## src/hw/cfpm_pkg.sv

```systemverilog
package cfpm_pkg;

  // ==========================================================================
  // Register map (AXI4-Lite byte addresses)
  localparam logic [7:0] ADDR_KEYS   = 8'h00;
  localparam logic [7:0] ADDR_STATUS = 8'h04;
  localparam logic [7:0] ADDR_DREF   = 8'h08;
  localparam logic [7:0] ADDR_REMOTE = 8'h0c;
  localparam logic [7:0] ADDR_MEAS   = 8'h10;

  // ==========================================================================
  // Key strobe bit positions in the key register
  localparam int KEY_STBY   = 0;
  localparam int KEY_RST    = 1;
  localparam int KEY_HOLD   = 2;
  localparam int KEY_DELTA  = 3;
  localparam int KEY_RUP    = 4;
  localparam int KEY_RDN    = 5;
  localparam int KEY_BAND   = 6;
  localparam int KEY_PWR    = 7;
  localparam int KEY_BATT   = 8;

  // Remote register bits
  localparam int REM_REMOTE = 0;
  localparam int REM_LLO    = 1;

  // Measurement event bits
  localparam int MEAS_DONE  = 0;
  localparam int MEAS_FAIL  = 1;

  localparam logic [1:0] AXI_OKAY   = 2'b00;
  localparam logic [1:0] AXI_SLVERR = 2'b10;

  localparam int ADDR_W = 5;

  // ==========================================================================
  // Resolution steps, coarse to fine
  // 0: 1 MHz, 1: 100 kHz, 2: 10 kHz, 3: 1 kHz, 4: 100 Hz,
  // 5: 10 Hz, 6: 1 Hz, 7: 0.1 Hz, 8: 0.01 Hz
  localparam logic [3:0] RES_1MHZ   = 4'h0;
  localparam logic [3:0] RES_100HZ  = 4'h4;
  localparam logic [3:0] RES_1HZ    = 4'h6;
  localparam logic [3:0] RES_10MHZ_ = 4'h8;
  localparam logic [3:0] RES_LO_RST = 4'h6;
  localparam logic [3:0] RES_HI_RST = 4'h3;

  localparam logic [2:0] DELTA_TRIES = 3'h5;

  // Self-test display phase lengths, ms
  localparam int TEST_PHASE_MS = 1000;
  localparam int CLK_KHZ       = 50000;
  localparam int TEST_PHASE_CYC = TEST_PHASE_MS * CLK_KHZ;

  typedef enum logic [1:0] {
    HOLD_ZERO = 2'b00,
    HOLD_0P3  = 2'b01,
    HOLD_3P0  = 2'b10,
    HOLD_INF  = 2'b11
  } cfpm_hold_t;

  typedef enum logic [1:0] {
    BAND_LO_HIZ = 2'b00,
    BAND_LO_50  = 2'b01,
    BAND_HI     = 2'b11
  } cfpm_band_t;

  typedef enum logic [2:0] {
    ST_RUN   = 3'b000,
    ST_STBY  = 3'b001,
    ST_T10M  = 3'b011,
    ST_TADDR = 3'b010,
    ST_OFF   = 3'b110
  } cfpm_state_t;

  typedef enum logic [1:0] {
    DF_OFF  = 2'b00,
    DF_WAIT = 2'b01,
    DF_ON   = 2'b11
  } cfpm_df_t;

  typedef struct packed {
    logic       standby_led;
    logic       power_led;
    logic       test_10m;
    logic       test_addr;
    logic       meas_start;
    logic [1:0] hold_leds;
    logic       delta_led;
    logic [3:0] res_step;
    logic [2:0] band_leds;
    logic       power_meter_led;
  } cfpm_panel_t;

endpackage

```

## src/hw/cfpm_ctrl.sv

```systemverilog
`timescale 1ns/1ps

// Operation
// - Standby key while operating enters standby and lights standby indicator.
// - Standby key in standby runs self-test: 10 MHz, address, then measuring.
// - Battery variant: standby key toggles power; each power-up runs self-test.
// - Restart key in local restarts and starts a measurement, settings kept.
// - Restart key in remote returns to local and starts a measurement.
// - Restart key is ignored while local lockout is asserted.
// - Every restart reloads bus address from rear switches.
// - Bus address is a five-bit switch bank value.
// - Hold-interval key advances to the next measurement hold time.
// - Two hold indicators: one lit per interval, none zero, both infinite.
// - Delta key toggles delta mode; display is frequency minus first reading.
// - Remote controller may write the delta reference directly.
// - Enabling delta at 0.01 Hz low-band resolution forces 1 Hz.
// - Failed reference retried five times, then delta turns off.
// - Resolution-up refines one step, saturating 0.01 Hz low (0.1 Hz while delta is on), 1 Hz high.
// - Resolution-down coarsens one step, saturating 100 Hz low, 1 MHz high.
// - Band key cycles low high-impedance, low fifty ohm, high band.
// - Power meter state is remembered across band changes.
// - Band indicators show the active selection.
// - Power-meter key toggles power measurement, only in high band.
module cfpm_ctrl #(
  parameter int TEST_CYC = cfpm_pkg::TEST_PHASE_CYC
) (
  input  wire logic                sys_clk,
  input  wire logic                srst,
  input  wire logic [4:0]          addr_sw,
  input  wire logic                battery_variant,
  input  wire logic [31:0]         meas_freq,
  input  wire logic [7:0]          s_axi_awaddr,
  input  wire logic                s_axi_awvalid,
  output logic                     s_axi_awready,
  input  wire logic [31:0]         s_axi_wdata,
  input  wire logic [3:0]          s_axi_wstrb,
  input  wire logic                s_axi_wvalid,
  output logic                     s_axi_wready,
  output logic [1:0]               s_axi_bresp,
  output logic                     s_axi_bvalid,
  input  wire logic                s_axi_bready,
  input  wire logic [7:0]          s_axi_araddr,
  input  wire logic                s_axi_arvalid,
  output logic                     s_axi_arready,
  output logic [31:0]              s_axi_rdata,
  output logic [1:0]               s_axi_rresp,
  output logic                     s_axi_rvalid,
  input  wire logic                s_axi_rready,
  output cfpm_pkg::cfpm_panel_t    panel,
  output logic [4:0]               bus_addr,
  output logic                     remote_led,
  output logic [31:0]              display_freq
);

  // ==========================================================================
  // Switch synchronisers
  logic [4:0] sw_m_r, sw_s_r;
  logic       bv_m_r, bv_s_r;
  always_ff @(posedge sys_clk) begin
    sw_m_r <= addr_sw;
    sw_s_r <= sw_m_r;
    bv_m_r <= battery_variant;
    bv_s_r <= bv_m_r;
  end

  // ==========================================================================
  // AXI4-Lite slave
  logic        aw_hold_r, aw_hold_nxt, w_hold_r, w_hold_nxt;
  logic [7:0]  awa_r, awa_nxt;
  logic [31:0] wd_r, wd_nxt;
  logic        bvalid_r, bvalid_nxt, rvalid_r, rvalid_nxt;
  logic [1:0]  bresp_r, bresp_nxt, rresp_r, rresp_nxt;
  logic [31:0] rdata_r, rdata_nxt;
  logic        wr_go;
  logic [7:0]  wr_addr;
  logic [31:0] wr_data;
  logic [31:0] status_word;
  logic        awready_r, awready_nxt, wready_r, wready_nxt, arready_r, arready_nxt;
  logic        remote_r, remote_nxt, llo_r, llo_nxt;
  logic [31:0] dref_r, dref_nxt;

  function automatic logic known_addr(input logic [7:0] a);
    return a == cfpm_pkg::ADDR_KEYS || a == cfpm_pkg::ADDR_STATUS ||
           a == cfpm_pkg::ADDR_DREF || a == cfpm_pkg::ADDR_REMOTE ||
           a == cfpm_pkg::ADDR_MEAS;
  endfunction

  always_comb begin
    aw_hold_nxt = aw_hold_r;
    w_hold_nxt  = w_hold_r;
    awa_nxt     = awa_r;
    wd_nxt      = wd_r;
    bvalid_nxt  = bvalid_r && !s_axi_bready;
    bresp_nxt   = bresp_r;
    rvalid_nxt  = rvalid_r && !s_axi_rready;
    rresp_nxt   = rresp_r;
    rdata_nxt   = rdata_r;
    if (s_axi_awvalid && !aw_hold_r && !bvalid_r) begin
      aw_hold_nxt = 1'b1;
      awa_nxt     = s_axi_awaddr;
    end
    if (s_axi_wvalid && !w_hold_r && !bvalid_r) begin
      w_hold_nxt = 1'b1;
      wd_nxt     = s_axi_wdata;
    end
    wr_go   = aw_hold_r && w_hold_r;
    wr_addr = awa_r;
    wr_data = wd_r;
    if (wr_go) begin
      aw_hold_nxt = 1'b0;
      w_hold_nxt  = 1'b0;
      bvalid_nxt  = 1'b1;
      bresp_nxt   = known_addr(awa_r) ? cfpm_pkg::AXI_OKAY : cfpm_pkg::AXI_SLVERR;
    end
    if (s_axi_arvalid && !rvalid_r) begin
      rvalid_nxt = 1'b1;
      rresp_nxt  = known_addr(s_axi_araddr) ? cfpm_pkg::AXI_OKAY : cfpm_pkg::AXI_SLVERR;
      unique case (s_axi_araddr)
        cfpm_pkg::ADDR_STATUS: rdata_nxt = status_word;
        cfpm_pkg::ADDR_DREF:   rdata_nxt = dref_r;
        cfpm_pkg::ADDR_REMOTE: rdata_nxt = {30'h0, llo_r, remote_r};
        default:               rdata_nxt = 32'h0;
      endcase
    end
    // Ready flags registered from the next holding state
    awready_nxt = !aw_hold_nxt && !bvalid_nxt;
    wready_nxt  = !w_hold_nxt && !bvalid_nxt;
    arready_nxt = !rvalid_nxt;
  end

  always_ff @(posedge sys_clk) begin
    if (srst) begin
      aw_hold_r <= 1'b0;
      w_hold_r  <= 1'b0;
      awa_r     <= 8'h00;
      wd_r      <= 32'h0;
      bvalid_r  <= 1'b0;
      bresp_r   <= 2'h0;
      rvalid_r  <= 1'b0;
      rresp_r   <= 2'h0;
      rdata_r   <= 32'h0;
      awready_r <= 1'b1;
      wready_r  <= 1'b1;
      arready_r <= 1'b1;
    end else begin
      aw_hold_r <= aw_hold_nxt;
      w_hold_r  <= w_hold_nxt;
      awa_r     <= awa_nxt;
      wd_r      <= wd_nxt;
      bvalid_r  <= bvalid_nxt;
      bresp_r   <= bresp_nxt;
      rvalid_r  <= rvalid_nxt;
      rresp_r   <= rresp_nxt;
      rdata_r   <= rdata_nxt;
      awready_r <= awready_nxt;
      wready_r  <= wready_nxt;
      arready_r <= arready_nxt;
    end
  end

  assign s_axi_awready = awready_r;
  assign s_axi_wready  = wready_r;
  assign s_axi_bvalid  = bvalid_r;
  assign s_axi_bresp   = bresp_r;
  assign s_axi_arready = arready_r;
  assign s_axi_rvalid  = rvalid_r;
  assign s_axi_rresp   = rresp_r;
  assign s_axi_rdata   = rdata_r;

  // ==========================================================================
  // Write decodes
  logic        wr_keys, wr_dref, wr_rem, wr_meas;
  logic [31:0] keys;
  assign wr_keys = wr_go && wr_addr == cfpm_pkg::ADDR_KEYS;
  assign wr_dref = wr_go && wr_addr == cfpm_pkg::ADDR_DREF;
  assign wr_rem  = wr_go && wr_addr == cfpm_pkg::ADDR_REMOTE;
  assign wr_meas = wr_go && wr_addr == cfpm_pkg::ADDR_MEAS;
  assign keys    = wr_keys ? wr_data : 32'h0;

  logic k_stby, k_rst, k_hold, k_delta, k_rup, k_rdn, k_band, k_pwr;
  logic m_done, m_fail, running;
  assign k_stby  = keys[cfpm_pkg::KEY_STBY];
  assign k_rst   = keys[cfpm_pkg::KEY_RST] && running;
  assign k_hold  = keys[cfpm_pkg::KEY_HOLD] && running;
  assign k_delta = keys[cfpm_pkg::KEY_DELTA] && running;
  assign k_rup   = keys[cfpm_pkg::KEY_RUP] && running;
  assign k_rdn   = keys[cfpm_pkg::KEY_RDN] && running;
  assign k_band  = keys[cfpm_pkg::KEY_BAND] && running;
  assign k_pwr   = keys[cfpm_pkg::KEY_PWR] && running;
  assign m_done  = wr_meas && wr_data[cfpm_pkg::MEAS_DONE];
  assign m_fail  = wr_meas && wr_data[cfpm_pkg::MEAS_FAIL];

  // ==========================================================================
  // Mode state: standby, self-test, power
  cfpm_pkg::cfpm_state_t st_r, st_nxt;
  logic [31:0] tcnt_r, tcnt_nxt;
  logic [4:0]  addr_r, addr_nxt;
  logic        restart;
  logic        start_r, start_nxt;

  assign running = st_r == cfpm_pkg::ST_RUN;
  assign restart = k_rst && !llo_r;

  always_comb begin
    st_nxt     = st_r;
    tcnt_nxt   = tcnt_r;
    remote_nxt = remote_r;
    llo_nxt    = llo_r;
    addr_nxt   = addr_r;
    start_nxt  = 1'b0;
    if (wr_rem) begin
      remote_nxt = wr_data[cfpm_pkg::REM_REMOTE];
      llo_nxt    = wr_data[cfpm_pkg::REM_LLO];
    end
    if (restart) begin
      remote_nxt = 1'b0;
      addr_nxt   = sw_s_r;
      start_nxt  = 1'b1;
    end
    unique case (st_r)
      cfpm_pkg::ST_RUN:
        if (k_stby)
          st_nxt = bv_s_r ? cfpm_pkg::ST_OFF : cfpm_pkg::ST_STBY;
      cfpm_pkg::ST_STBY, cfpm_pkg::ST_OFF:
        if (k_stby) begin
          st_nxt   = cfpm_pkg::ST_T10M;
          tcnt_nxt = 32'h0;
        end
      cfpm_pkg::ST_T10M:
        if (tcnt_r == 32'(TEST_CYC - 1)) begin
          st_nxt   = cfpm_pkg::ST_TADDR;
          tcnt_nxt = 32'h0;
          addr_nxt = sw_s_r;
        end else begin
          tcnt_nxt = tcnt_r + 32'h1;
        end
      cfpm_pkg::ST_TADDR:
        if (tcnt_r == 32'(TEST_CYC - 1)) begin
          st_nxt    = cfpm_pkg::ST_RUN;
          start_nxt = 1'b1;
        end else begin
          tcnt_nxt = tcnt_r + 32'h1;
        end
      default: st_nxt = cfpm_pkg::ST_RUN;
    endcase
  end

  always_ff @(posedge sys_clk) begin
    if (srst) begin
      st_r     <= cfpm_pkg::ST_T10M;
      tcnt_r   <= 32'h0;
      remote_r <= 1'b0;
      llo_r    <= 1'b0;
      addr_r   <= 5'h00;
      start_r  <= 1'b0;
    end else begin
      st_r     <= st_nxt;
      tcnt_r   <= tcnt_nxt;
      remote_r <= remote_nxt;
      llo_r    <= llo_nxt;
      addr_r   <= addr_nxt;
      start_r  <= start_nxt;
    end
  end

  // ==========================================================================
  // User settings: hold, band, resolution, power meter, delta
  cfpm_pkg::cfpm_hold_t hold_r, hold_nxt;
  cfpm_pkg::cfpm_band_t band_r, band_nxt;
  cfpm_pkg::cfpm_df_t   df_r, df_nxt;
  logic [3:0]  res_lo_r, res_lo_nxt, res_hi_r, res_hi_nxt;
  logic        pm_r, pm_nxt;
  logic [2:0]  tries_r, tries_nxt;
  logic        hi_band;
  assign hi_band = band_r == cfpm_pkg::BAND_HI;

  always_comb begin
    hold_nxt   = hold_r;
    band_nxt   = band_r;
    df_nxt     = df_r;
    res_lo_nxt = res_lo_r;
    res_hi_nxt = res_hi_r;
    pm_nxt     = pm_r;
    tries_nxt  = tries_r;
    dref_nxt   = dref_r;
    if (k_hold)
      hold_nxt = cfpm_pkg::cfpm_hold_t'(hold_r + 2'h1);
    unique case (band_r)
      cfpm_pkg::BAND_LO_HIZ: if (k_band) band_nxt = cfpm_pkg::BAND_LO_50;
      cfpm_pkg::BAND_LO_50:  if (k_band) band_nxt = cfpm_pkg::BAND_HI;
      cfpm_pkg::BAND_HI:     if (k_band) band_nxt = cfpm_pkg::BAND_LO_HIZ;
      default:               band_nxt = cfpm_pkg::BAND_LO_HIZ;
    endcase
    if (k_pwr && hi_band)
      pm_nxt = !pm_r;
    if (k_rup) begin
      if (hi_band && res_hi_r < cfpm_pkg::RES_1HZ)
        res_hi_nxt = res_hi_r + 4'h1;
      if (!hi_band && res_lo_r < cfpm_pkg::RES_10MHZ_ &&
          !(df_r != cfpm_pkg::DF_OFF && res_lo_r + 4'h1 == cfpm_pkg::RES_10MHZ_))
        res_lo_nxt = res_lo_r + 4'h1;
    end
    if (k_rdn) begin
      if (hi_band && res_hi_r > cfpm_pkg::RES_1MHZ)
        res_hi_nxt = res_hi_r - 4'h1;
      if (!hi_band && res_lo_r > cfpm_pkg::RES_100HZ)
        res_lo_nxt = res_lo_r - 4'h1;
    end
    unique case (df_r)
      cfpm_pkg::DF_OFF:
        if (k_delta) begin
          df_nxt    = cfpm_pkg::DF_WAIT;
          tries_nxt = 3'h0;
          if (res_lo_nxt == cfpm_pkg::RES_10MHZ_)
            res_lo_nxt = cfpm_pkg::RES_1HZ;
        end
      cfpm_pkg::DF_WAIT:
        if (k_delta) begin
          df_nxt = cfpm_pkg::DF_OFF;
        end else if (m_done) begin
          df_nxt   = cfpm_pkg::DF_ON;
          dref_nxt = meas_freq;
        end else if (m_fail) begin
          tries_nxt = tries_r + 3'h1;
          if (tries_r == cfpm_pkg::DELTA_TRIES - 3'h1)
            df_nxt = cfpm_pkg::DF_OFF;
        end
      cfpm_pkg::DF_ON:
        if (k_delta) df_nxt = cfpm_pkg::DF_OFF;
      default: df_nxt = cfpm_pkg::DF_OFF;
    endcase
    if (wr_dref) begin
      dref_nxt = wr_data;
      if (df_r == cfpm_pkg::DF_WAIT) df_nxt = cfpm_pkg::DF_ON;
    end
  end

  always_ff @(posedge sys_clk) begin
    if (srst) begin
      hold_r   <= cfpm_pkg::HOLD_0P3;
      band_r   <= cfpm_pkg::BAND_LO_HIZ;
      df_r     <= cfpm_pkg::DF_OFF;
      res_lo_r <= cfpm_pkg::RES_LO_RST;
      res_hi_r <= cfpm_pkg::RES_HI_RST;
      pm_r     <= 1'b0;
      tries_r  <= 3'h0;
      dref_r   <= 32'h0;
    end else begin
      hold_r   <= hold_nxt;
      band_r   <= band_nxt;
      df_r     <= df_nxt;
      res_lo_r <= res_lo_nxt;
      res_hi_r <= res_hi_nxt;
      pm_r     <= pm_nxt;
      tries_r  <= tries_nxt;
      dref_r   <= dref_nxt;
    end
  end

  assign status_word = {5'h0, addr_r, tries_r, res_hi_r, res_lo_r,
                        pm_r, df_r, band_r, hold_r, remote_r, st_r};

  // ==========================================================================
  // Registered panel outputs
  cfpm_pkg::cfpm_panel_t panel_r, panel_nxt;
  logic [31:0] disp_r, disp_nxt;

  always_comb begin
    panel_nxt                 = '0;
    panel_nxt.standby_led     = st_r == cfpm_pkg::ST_STBY;
    panel_nxt.power_led       = st_r != cfpm_pkg::ST_OFF;
    panel_nxt.test_10m        = st_r == cfpm_pkg::ST_T10M;
    panel_nxt.test_addr       = st_r == cfpm_pkg::ST_TADDR;
    panel_nxt.meas_start      = start_r;
    panel_nxt.hold_leds       = hold_r;
    panel_nxt.delta_led       = df_r != cfpm_pkg::DF_OFF;
    panel_nxt.res_step        = hi_band ? res_hi_r : res_lo_r;
    panel_nxt.band_leds       = {hi_band, band_r == cfpm_pkg::BAND_LO_50,
                                 band_r == cfpm_pkg::BAND_LO_HIZ};
    panel_nxt.power_meter_led = pm_r && hi_band;
    disp_nxt = (df_r == cfpm_pkg::DF_ON) ? meas_freq - dref_r : meas_freq;
  end

  always_ff @(posedge sys_clk) begin
    if (srst) begin
      panel_r <= '0;
      disp_r  <= 32'h0;
    end else begin
      panel_r <= panel_nxt;
      disp_r  <= disp_nxt;
    end
  end

  assign panel        = panel_r;
  assign bus_addr     = addr_r;
  assign remote_led   = remote_r;
  assign display_freq = disp_r;
endmodule // cfpm_ctrl

```

## config.mk

```make
export PLATFORM = sky130hd
export DESIGN_NAME = cfpm_ctrl
export DESIGN_NICKNAME = d
export VERILOG_FILES = /design/src/hw/cfpm_pkg.sv /design/src/hw/cfpm_ctrl.sv
export SDC_FILE = /design/constraint.sdc
export NUM_CORES = 1
export LEC_CHECK = 0
export ABC_AREA = 1
export BUFFER_PORTS_ARGS = -buffer_cell sky130_fd_sc_hd__buf_2
export CAP_MARGIN = 20
export CELL_PAD_IN_SITES_DETAIL_PLACEMENT = 0
export CELL_PAD_IN_SITES_GLOBAL_PLACEMENT = 1
export CORE_UTILIZATION = 44
export CTS_CLUSTER_DIAMETER = 120
export DETAILED_ROUTE_END_ITERATION = 6
export PLACE_DENSITY = 0.95
export SYNTH_ARGS = -nofsm -noshare
export SYNTH_HDL_FRONTEND = slang
export SYNTH_SLANG_ARGS = --single-unit
```

## constraint.sdc

```tcl
create_clock -name sys_clk -period 3.3 [get_ports sys_clk]
set_input_delay 0.66 -clock sys_clk [delete_from_list [all_inputs] [get_ports sys_clk]]
set_output_delay 0.66 -clock sys_clk [all_outputs]
set_load 0.02 [all_outputs]
```

# After elaboration in Yosys (flattened, before gate mapping)
# Index checks and enable logic that the tools add are counted.
# word_totals
ff_bits	236
output_inout_bits	95
elab_cells	219
# classes
n_addsub	8
n_lt_le_gt_ge	4
n_eq_ne	34
mux	61
n_reduce_logical	71
# op_table
cell	n
$mux W32	8
$pmux W32 S3	2
$mux W4	12
$add A32 B1 Y32 const B	1
$eq A32 B26 Y1 const B	1
$eq A8 B4 Y1 const B	4
$logic_and A1 B1 Y1	32
$sub A32 B32 Y32	1
$mux W3	9
$mux W2	13
$ne A2 B2 Y1 const B	11
$eq A8 B3 Y1 const B	2
$eq A8 B5 Y1 const B	2
$logic_not A8 Y1	2
$mux W5	3
$logic_not A1 Y1	14
$pmux W2 S3	2
$pmux W3 S4	1
$mux W1	9
$reduce_and A3 Y1	3
$add A4 B1 Y4 const B	2
$eq A4 B4 Y1 const B	2
$logic_or A1 B1 Y1	8
$mux W8	1
22 further kinds	33

# Depth between registers and ports, before layout
# Gate-level depths: netlist of run 1.
# logic_depth
word_depth	13
depth_mapped	17
depth_no_buf	17

# Worst setup path before layout of run 1
# OpenSTA, ideal clock, no wires.
# synth_path
path_kind	input to register
start	input meas_freq[0]
end	register disp_r[30] (netlist: display_freq[30])
setup_ns	0.109
arrival_time_ns	2.277
required_ns	3.191
slack_ns	0.914
path_stages	12
cell_sequence	inv_1 ha_1 fa_1 nand3b_1 nand2_1 a21oi_1 o21ai_1 nand3_1 nand3_1 nand3_1 nand2_1 inv_1
# synth_between
elab_chain_cells	2
# synth_rtl
item	line_no	text
start: declaration	cfpm_ctrl.sv:31	input wire logic [31:0] meas_freq,
$sub A32 B32 Y32	cfpm_ctrl.sv:381	disp_nxt = (df_r == cfpm_pkg::DF_ON) ? meas_freq - dref_r : meas_freq;
$mux W32	cfpm_ctrl.sv:381	
end signal: assignment	cfpm_ctrl.sv:390	disp_r <= disp_nxt;
end: declaration	cfpm_ctrl.sv:366	logic [31:0] disp_r, disp_nxt;
# No other way between the ends.
# A chain may end at the register's enable or synchronous reset.

# Worst setup path in the final report of run 1
# layout_path
start	register dref_r[0]
end	register disp_r[18] (netlist: display_freq[18])
# layout_between
elab_chain_cells	2
# layout_rtl
item	line_no	text
start: declaration	cfpm_ctrl.sv:80	logic [31:0] dref_r, dref_nxt;
start signal: assignment	cfpm_ctrl.sv:356	dref_r <= dref_nxt;
$sub A32 B32 Y32	cfpm_ctrl.sv:381	
$mux W32	cfpm_ctrl.sv:381	
# No other way between the ends.

==> out/qor.txt, run 1 <==
status: complete, no violations
Hold Violations, Final: 0
critical path depth: 11
Rel. slew slack: 40.1%
top cell type's share of synthesized area: 38.3%
Critical Path End Type: register
Root Driver: clkbuf_16
area of the mapped netlist: 12200 um2
Synth area leader: dfxtp_1
Finished Layout Cells: 2371
P&R area growth vs syn: 17.3%
Syn Inst Count: 1816
io pins: 192
number of flops mapped to enable cells by yosys: 0
simple-gate share of the synthesized area: 26.9%
die height: 169 um
most numerous cell in the Yosys netlist: nand2_1
Clk Latency, worst-skew pair: 0.55 ns
die area: 28500 um2
Worst-Margin Slew: 0.897 ns
Synth Area in Compound Gates: 18.4%
total gr overflow: 0
reg2reg path depth: 11
Initial DRC Count: 863
H-Tree Depth: 1
critical path's most frequent cell: nand2_1
Seq/Total Area, Yosys: 38.3%
Synth Flop Type: dfxtp_1
VDD IR max: 378 uV
Synth warnings: 0
Post-synth top cells: nand2_1 (398), inv_1 (251), dfxtp_1 (234), nor2_1 (193), a21oi_1 (157)
Setup Fix Bufs, Post-CTS: 0
fin crit period: 2.47 ns
I/O Buffers: 185
cts repair resizes: 0
fin crit share: 75.0%
Synth Area in Adders: 4.15%
critical-path cell list: ha_1, fa_1, nand3b_1, nand2_1, a21oi_1, o21ai_1, nand2_1, a21o_1, nand3_1, nand2_1, inv_1
DIE WIDTH: 169 um
core area: 27100 um2
1st-pass router iterations: 6
starting density of the core: 45.2%
Detailed Place HPWL: 29000 um
Sw Pwr: 1.74 mW
CTS Buffer Depth: 3
CTS tree: built
Pleak: 6.39 nW
WHS Path Cells: 1
Max Fclk: 0.404 GHz
share of cells above drive strength 1: 13.7%
post-synthesis mux area share: 0%
Clock transition at path regs: 0.06 ns
CP delay by family, top: compound AO/OA/AOI/OAI gates
Via Count: 12462
Worst Skew: 0.0138 ns
combinational share of power: 11.4%
final layout net count: 2117
Arrival @ worst endpoint: 2.96 ns
unrepaired setup endpoints after global routing: no
num rows: 60
CP max FO: 5
Slowest-stage cell, CP: o21ai_1
pwr/cell area: 468 nW/um2
xor and xnor area share after synthesis: 1.72%
Overall Global Routing Usage: 26.1%
vias in the first global route: 11614
largest family of logic cells by synthesized area: simple AND/OR/NAND/NOR gates
drt drc: 0
Max-Cap Viols: 0
class of the worst hold path: input pin to register
Netlist cell types: 46
Worst Path Buf+Inv: 1
CP required: 3.79 ns
clock tree sinks: 234
routed wire length: 37800 um
largest cells by area after synthesis: dfxtp_1 (38%), nand2_1 (12%), inv_1 (7.7%)
switching fraction of total power: 26.0%
hold buffer count at cts: 0
initial antenna violation count: 3
Vias/cell: 5.26
first-pass GRT wire length: 59700 um
final number of max-transition violations: 0
part of the power in registers: 44.4%
CTS buffer count: 26
Wirelength per Cell: 15.9 um
Crit Path Class: register to register
mean area per synthesized cell: 6.74 um2
P_int: 4.97 mW
Cells after DPL: 2323
Yosys reg bits: 234
Routed Antenna Nets: 0
Startpoint Class: register
post-layout total power: 6.72 mW
largest net degree at the start of global routing: 71
final setup fails: 0
CP peak stage delay: 0.45 ns
clock power share: 44.1%
setup TNS: 0 ns
share of async-settable or async-resettable flops after synthesis: 0%
gpl congestion: 0.933
[path summary, 6_finish.rpt]
check	start	endpoint	slack [ns]
worst min register to register	sw_m_r[4]	sw_s_r[4]	0.32
worst max register to register	dref_r[0]	display_freq[18]	0.83
worst max-delay path	dref_r[0]	display_freq[18]	0.83
worst min-delay path	battery_variant	bv_m_r	0.21
[logic make-up (layout without fill, tap and decap cells)]
logic type / after synthesis / count (layout)
and+or+nand+nor: 783 / 783
AOI/OAI and AO/OA: 410 / 410
buffers and inverters: 324 / 503
DFF: 234 / 234
adders and majority gates: 40 / 40
xor gates and xnor gates: 24 / 24
other: 1 / 5
[power by group through the flow]
stage | combinational, mW | clock (mW) | sequential, mW
finish | 0.769 | 2.96 | 2.99
global route | 0.856 | 3.12 | 3.00
CTS | 0.762 | 3.02 | 2.98
detailed placement | 0.757 | 0 | 3.05
global placement | 0.749 | 0 | 3.04
floorplan | 0.464 | 0 | 3.08
[registers in the layout, summed over array words and instances (netlist names), 5 cells and up, named ones only]
| register | count |
|---|---|
| sw_s_r | 5 |
| s_axi_rdata | 32 |
| bus_addr | 5 |
| panel | 16 |
| display_freq | 32 |
| tcnt_r | 32 |
| wd_r | 32 |
| dref_r | 32 |
| awa_r | 8 |
| sw_m_r | 5 |
[layer usage]
metal / vias to the layer above / part of all wire (%) / GRT usage, %
li1: 6250 / - / -
met1: 5731 / 44 / 34.5
met2: 416 / 46 / 43.7
met3: 65 / 6.3 / 3.27
met4: 0 / 3.1 / 9.33
met5: - / 0 / 0
[cell type report]
type                       instances  area, um2
multi-input combinational       1259       6280
clock buffer                      39        749
sequential                       234       4680
antenna                            3       7.51
fill                            2740      12700
inverter                         255        957
clock inverter                     5        125
timing repair buffer             204       1090
tap                              372        465
[worst reg2reg max path, stage by stage, from the launching register on]
cell and delay [ns]:
dfxtp_1 0.32, ha_1 0.24, fa_1 0.41, nand3b_1 0.17, nand2_1 0.17, a21oi_1 0.16, o21ai_1 0.45, nand2_1 0.15
a21o_1 0.19, nand3_1 0.06, nand2_1 0.05, inv_1 0.04
[through the flow]
stage	hold WS [ns]	util [%]	setup WS, ns	instance area (um2)
detailed placement	0.314	49.7	0.378	13500
global route	0.197	53.0	0.613	14400
floorplan	0.310	-	0.914	12200
global placement	0.312	49.7	0.397	13500
finish	0.209	53.0	0.826	14400
CTS	0.194	52.9	0.649	14300
[placed cells by master, fill, tap and decap left out, drive strengths merged, types with 8 or more instances in the layout]
cell / instances
buf: 204
a31oi: 34
o21bai: 14
ha: 39
o22ai: 19
clkbuf: 39
nand4: 25
nor2: 200
dfxtp: 234
nand3: 82
o211ai: 9
o21ai: 154
inv: 255
a21oi: 157
a21o: 8
xor2: 21
nand2: 404
nor3: 53
Power figures use the tool's default switching activity.
==> run 2: changes to the inputs <==
--- a/config.mk
+++ b/config.mk
@@ -10,10 +10,10 @@
 export CAP_MARGIN = 20
 export CELL_PAD_IN_SITES_DETAIL_PLACEMENT = 0
 export CELL_PAD_IN_SITES_GLOBAL_PLACEMENT = 1
-export CORE_UTILIZATION = 44
+export CORE_UTILIZATION = 41
 export CTS_CLUSTER_DIAMETER = 120
 export DETAILED_ROUTE_END_ITERATION = 6
-export PLACE_DENSITY = 0.95
+export PLACE_DENSITY = 0.91
 export SYNTH_ARGS = -nofsm -noshare
 export SYNTH_HDL_FRONTEND = slang
 export SYNTH_SLANG_ARGS = --single-unit
==> constraint.sdc (replaced) <==
create_clock -name sys_clk -period 2.5 [get_ports sys_clk]
set_input_delay 0.5 -clock sys_clk [delete_from_list [all_inputs] [get_ports sys_clk]]
set_output_delay 0.5 -clock sys_clk [all_outputs]
set_load 0.02 [all_outputs]
==> out/qor.txt, run 2 (synthesis results as in run 1) <==
Min Hold Slack: 0.0525 ns (-0.156 ns)
final setup fails: 0 (unchanged)
I/O Buffers: 185 (unchanged)
area of the multi-input gates: 6290 um2 (about the same)
Clock transition at path regs: 0.06 ns (about the same)
Clk Latency, worst-skew pair: 0.55 ns (about the same)
drt drc: 0 (unchanged)
FF/Latch Area: 4690 um2 (about the same)
critical-path cell list: inv_1, ha_1, nand2_1, o21ai_1, a21oi_1, o21bai_1, nand2_1, nand4_1, nand3_1, nand2_1, inv_1
CP peak stage delay: 0.36 ns (-0.09 ns)
share of cells above drive strength 1: 15.3% (+1.5 points)
final number of max-transition violations: 0 (unchanged)
P&R area growth vs syn: 19.1%
Arrival @ worst endpoint: 2.71 ns (-0.25 ns)
1st-pass router iterations: 5 (-1)
Max-Cap Viols: 0 (unchanged)
gpl congestion: 0.938 (+0.59%)
vias in the first global route: 11436 (-1.5%)
Startpoint Class: register
num rows: 62 (+3.3%)
core area: 29000 um2 (+7.1%)
Routed Antenna Nets: 0 (unchanged)
CP required: 2.94 ns (-0.85 ns)
fin crit share: 90.6% (+16 points)
Overall Global Routing Usage: 24.7% (-1.5 points)
routed wire length: 38200 um (+1.1%)
Root Driver: clkbuf_16
Hold Violations, Final: 0 (unchanged)
Cells after DPL: 2362 (+1.7%)
Detailed Place HPWL: 29500 um (+1.7%)
final layout net count: 2143 (+1.2%)
die height: 175 um (+3.6%)
clock tree sinks: 234 (unchanged)
CTS buffer count: 26 (unchanged)
Initial DRC Count: 994 (+15%)
pwr/cell area: 613 nW/um2 (+31%)
Crit Path Class: register to register
Rel. slew slack: 58.3% (+18 points)
status: complete, no violations
critical path's most frequent cell: nand2_1
starting density of the core: 42.2% (-3.0 points)
Worst Path Buf+Inv: 2 (+1)
final worst slack: 0.234 ns (-0.593 ns)
first-pass GRT wire length: 60100 um (+0.61%)
Pleak: 6.53 nW (+2.1%)
Wirelength per Cell: 15.9 um (-0.56%)
most common cell after layout, fill and taps aside: nand2_1
Finished Layout Cells: 2411 (+1.7%)
fin crit period: 2.27 ns (-0.207 ns)
CTS Buffer Depth: 3 (unchanged)
Via Count: 12415 (-0.38%)
io pins: 192 (unchanged)
CP delay by family, top: compound AO/OA/AOI/OAI gates
CP max FO: 4 (-1)
VDD IR max: 538 uV (+42%)
Vias/cell: 5.15 (-2.0%)
Slowest-stage cell, CP: o21bai_1
hold buffer count at cts: 0 (unchanged)
Worst Skew: 0.0137 ns (-0.0000846 ns)
largest net degree at the start of global routing: 95 (+34%)
H-Tree Depth: 1 (unchanged)
initial antenna violation count: 2 (-1)
post-layout total power: 8.93 mW (+33%)
Worst-Margin Slew: 0.625 ns (-0.271 ns)
Place WS: -0.0348 ns (-0.413 ns)
Max Fclk: 0.441 GHz (+9.2%)
DIE WIDTH: 175 um (+3.6%)
most frequent cells in the layout: nand2_1 (397), inv_1 (250), dfxtp_1 (233)
die area: 30600 um2 (+7.2%)
Critical Path End Type: register
setup TNS: 0 ns (unchanged)
class of the worst hold path: input pin to register
unrepaired setup endpoints after global routing: no
CTS tree: built
total gr overflow: 0 (unchanged)
final-layout fill cell count: 2959 (+8.0%)
-- run 2: cell count changes in the layout (fill, tap and decap cells not counted), moves of 2 or more --
cell / before / now
buf_4: 17 / 43
clkbuf_1: 8 / 6
diode_2: 3 / 1
clkinv_2: 1 / 6
-- run 2: worst paths after layout --
check | cells past startpoint | slack (ns) | end | start
worst max-delay path | 11 | 0.23 | display_freq[25] | dref_r[2]
worst min-delay path | 1 | 0.05 | sw_m_r[2] | addr_sw[2]
worst max register to register | 11 | 0.23 | display_freq[25] | dref_r[2]
worst min register to register | 0 | 0.33 | sw_s_r[0] | sw_m_r[0]
-- run 2: per-layer routing --
metal / part of all wire [%] / GRT usage, % / vias to the layer above
met3: 5.8 / 3.63 / 82
met1: 46 / 32.9 / 5685
met5: 0.039 / 0 / -
met4: 3.3 / 8.33 / 2
met2: 45 / 40.5 / 347
li1: - / - / 6299
-- run 2: repair_timing --
| item | CTS | global route |
|---|---|---|
| setup buffers | 0 | 0 |
| hold endpoints to repair | 0 | 0 |
| endpoints found under the setup margin | 0 | 6 |
| resized for setup | 0 | 3 |
-- run 2: per-stage QoR --
step / util, % / instance area (um2)
floorplan: - / 12200
global placement: 47.2 / 13700
CTS: 50.2 / 14600
global route: 50.3 / 14600
finish: 50.3 / 14600
detailed placement: 47.2 / 13700
-- run 2: power breakdown --
group	switching, mW	internal (mW)	total, mW
clock	1.59	2.35	3.93
sequential	0.0727	3.87	3.94
combinational	0.698	0.362	1.06
-- run 2: area by class of cell --
class / instances / share of cell area [%]
Antenna cell: 1 / 0.0172
Clock inverter: 12 / 1.05
Multi-Input combinational cell: 1259 / 43.1
Tap cell: 384 / 3.29
Timing Repair Buffer: 230 / 8.84
Clock buffer: 36 / 4.99
Sequential cell: 234 / 32.1
Inverter: 255 / 6.56
-- run 2: worst reg2reg max path: stages (launching register included) --
cell	delay [ns]
dfxtp_1	0.32
inv_1	0.08
ha_1	0.35
nand2_1	0.07
o21ai_1	0.26
a21oi_1	0.21
o21bai_1	0.36
nand2_1	0.15
nand4_1	0.11
nand3_1	0.12
nand2_1	0.10
inv_1	0.04
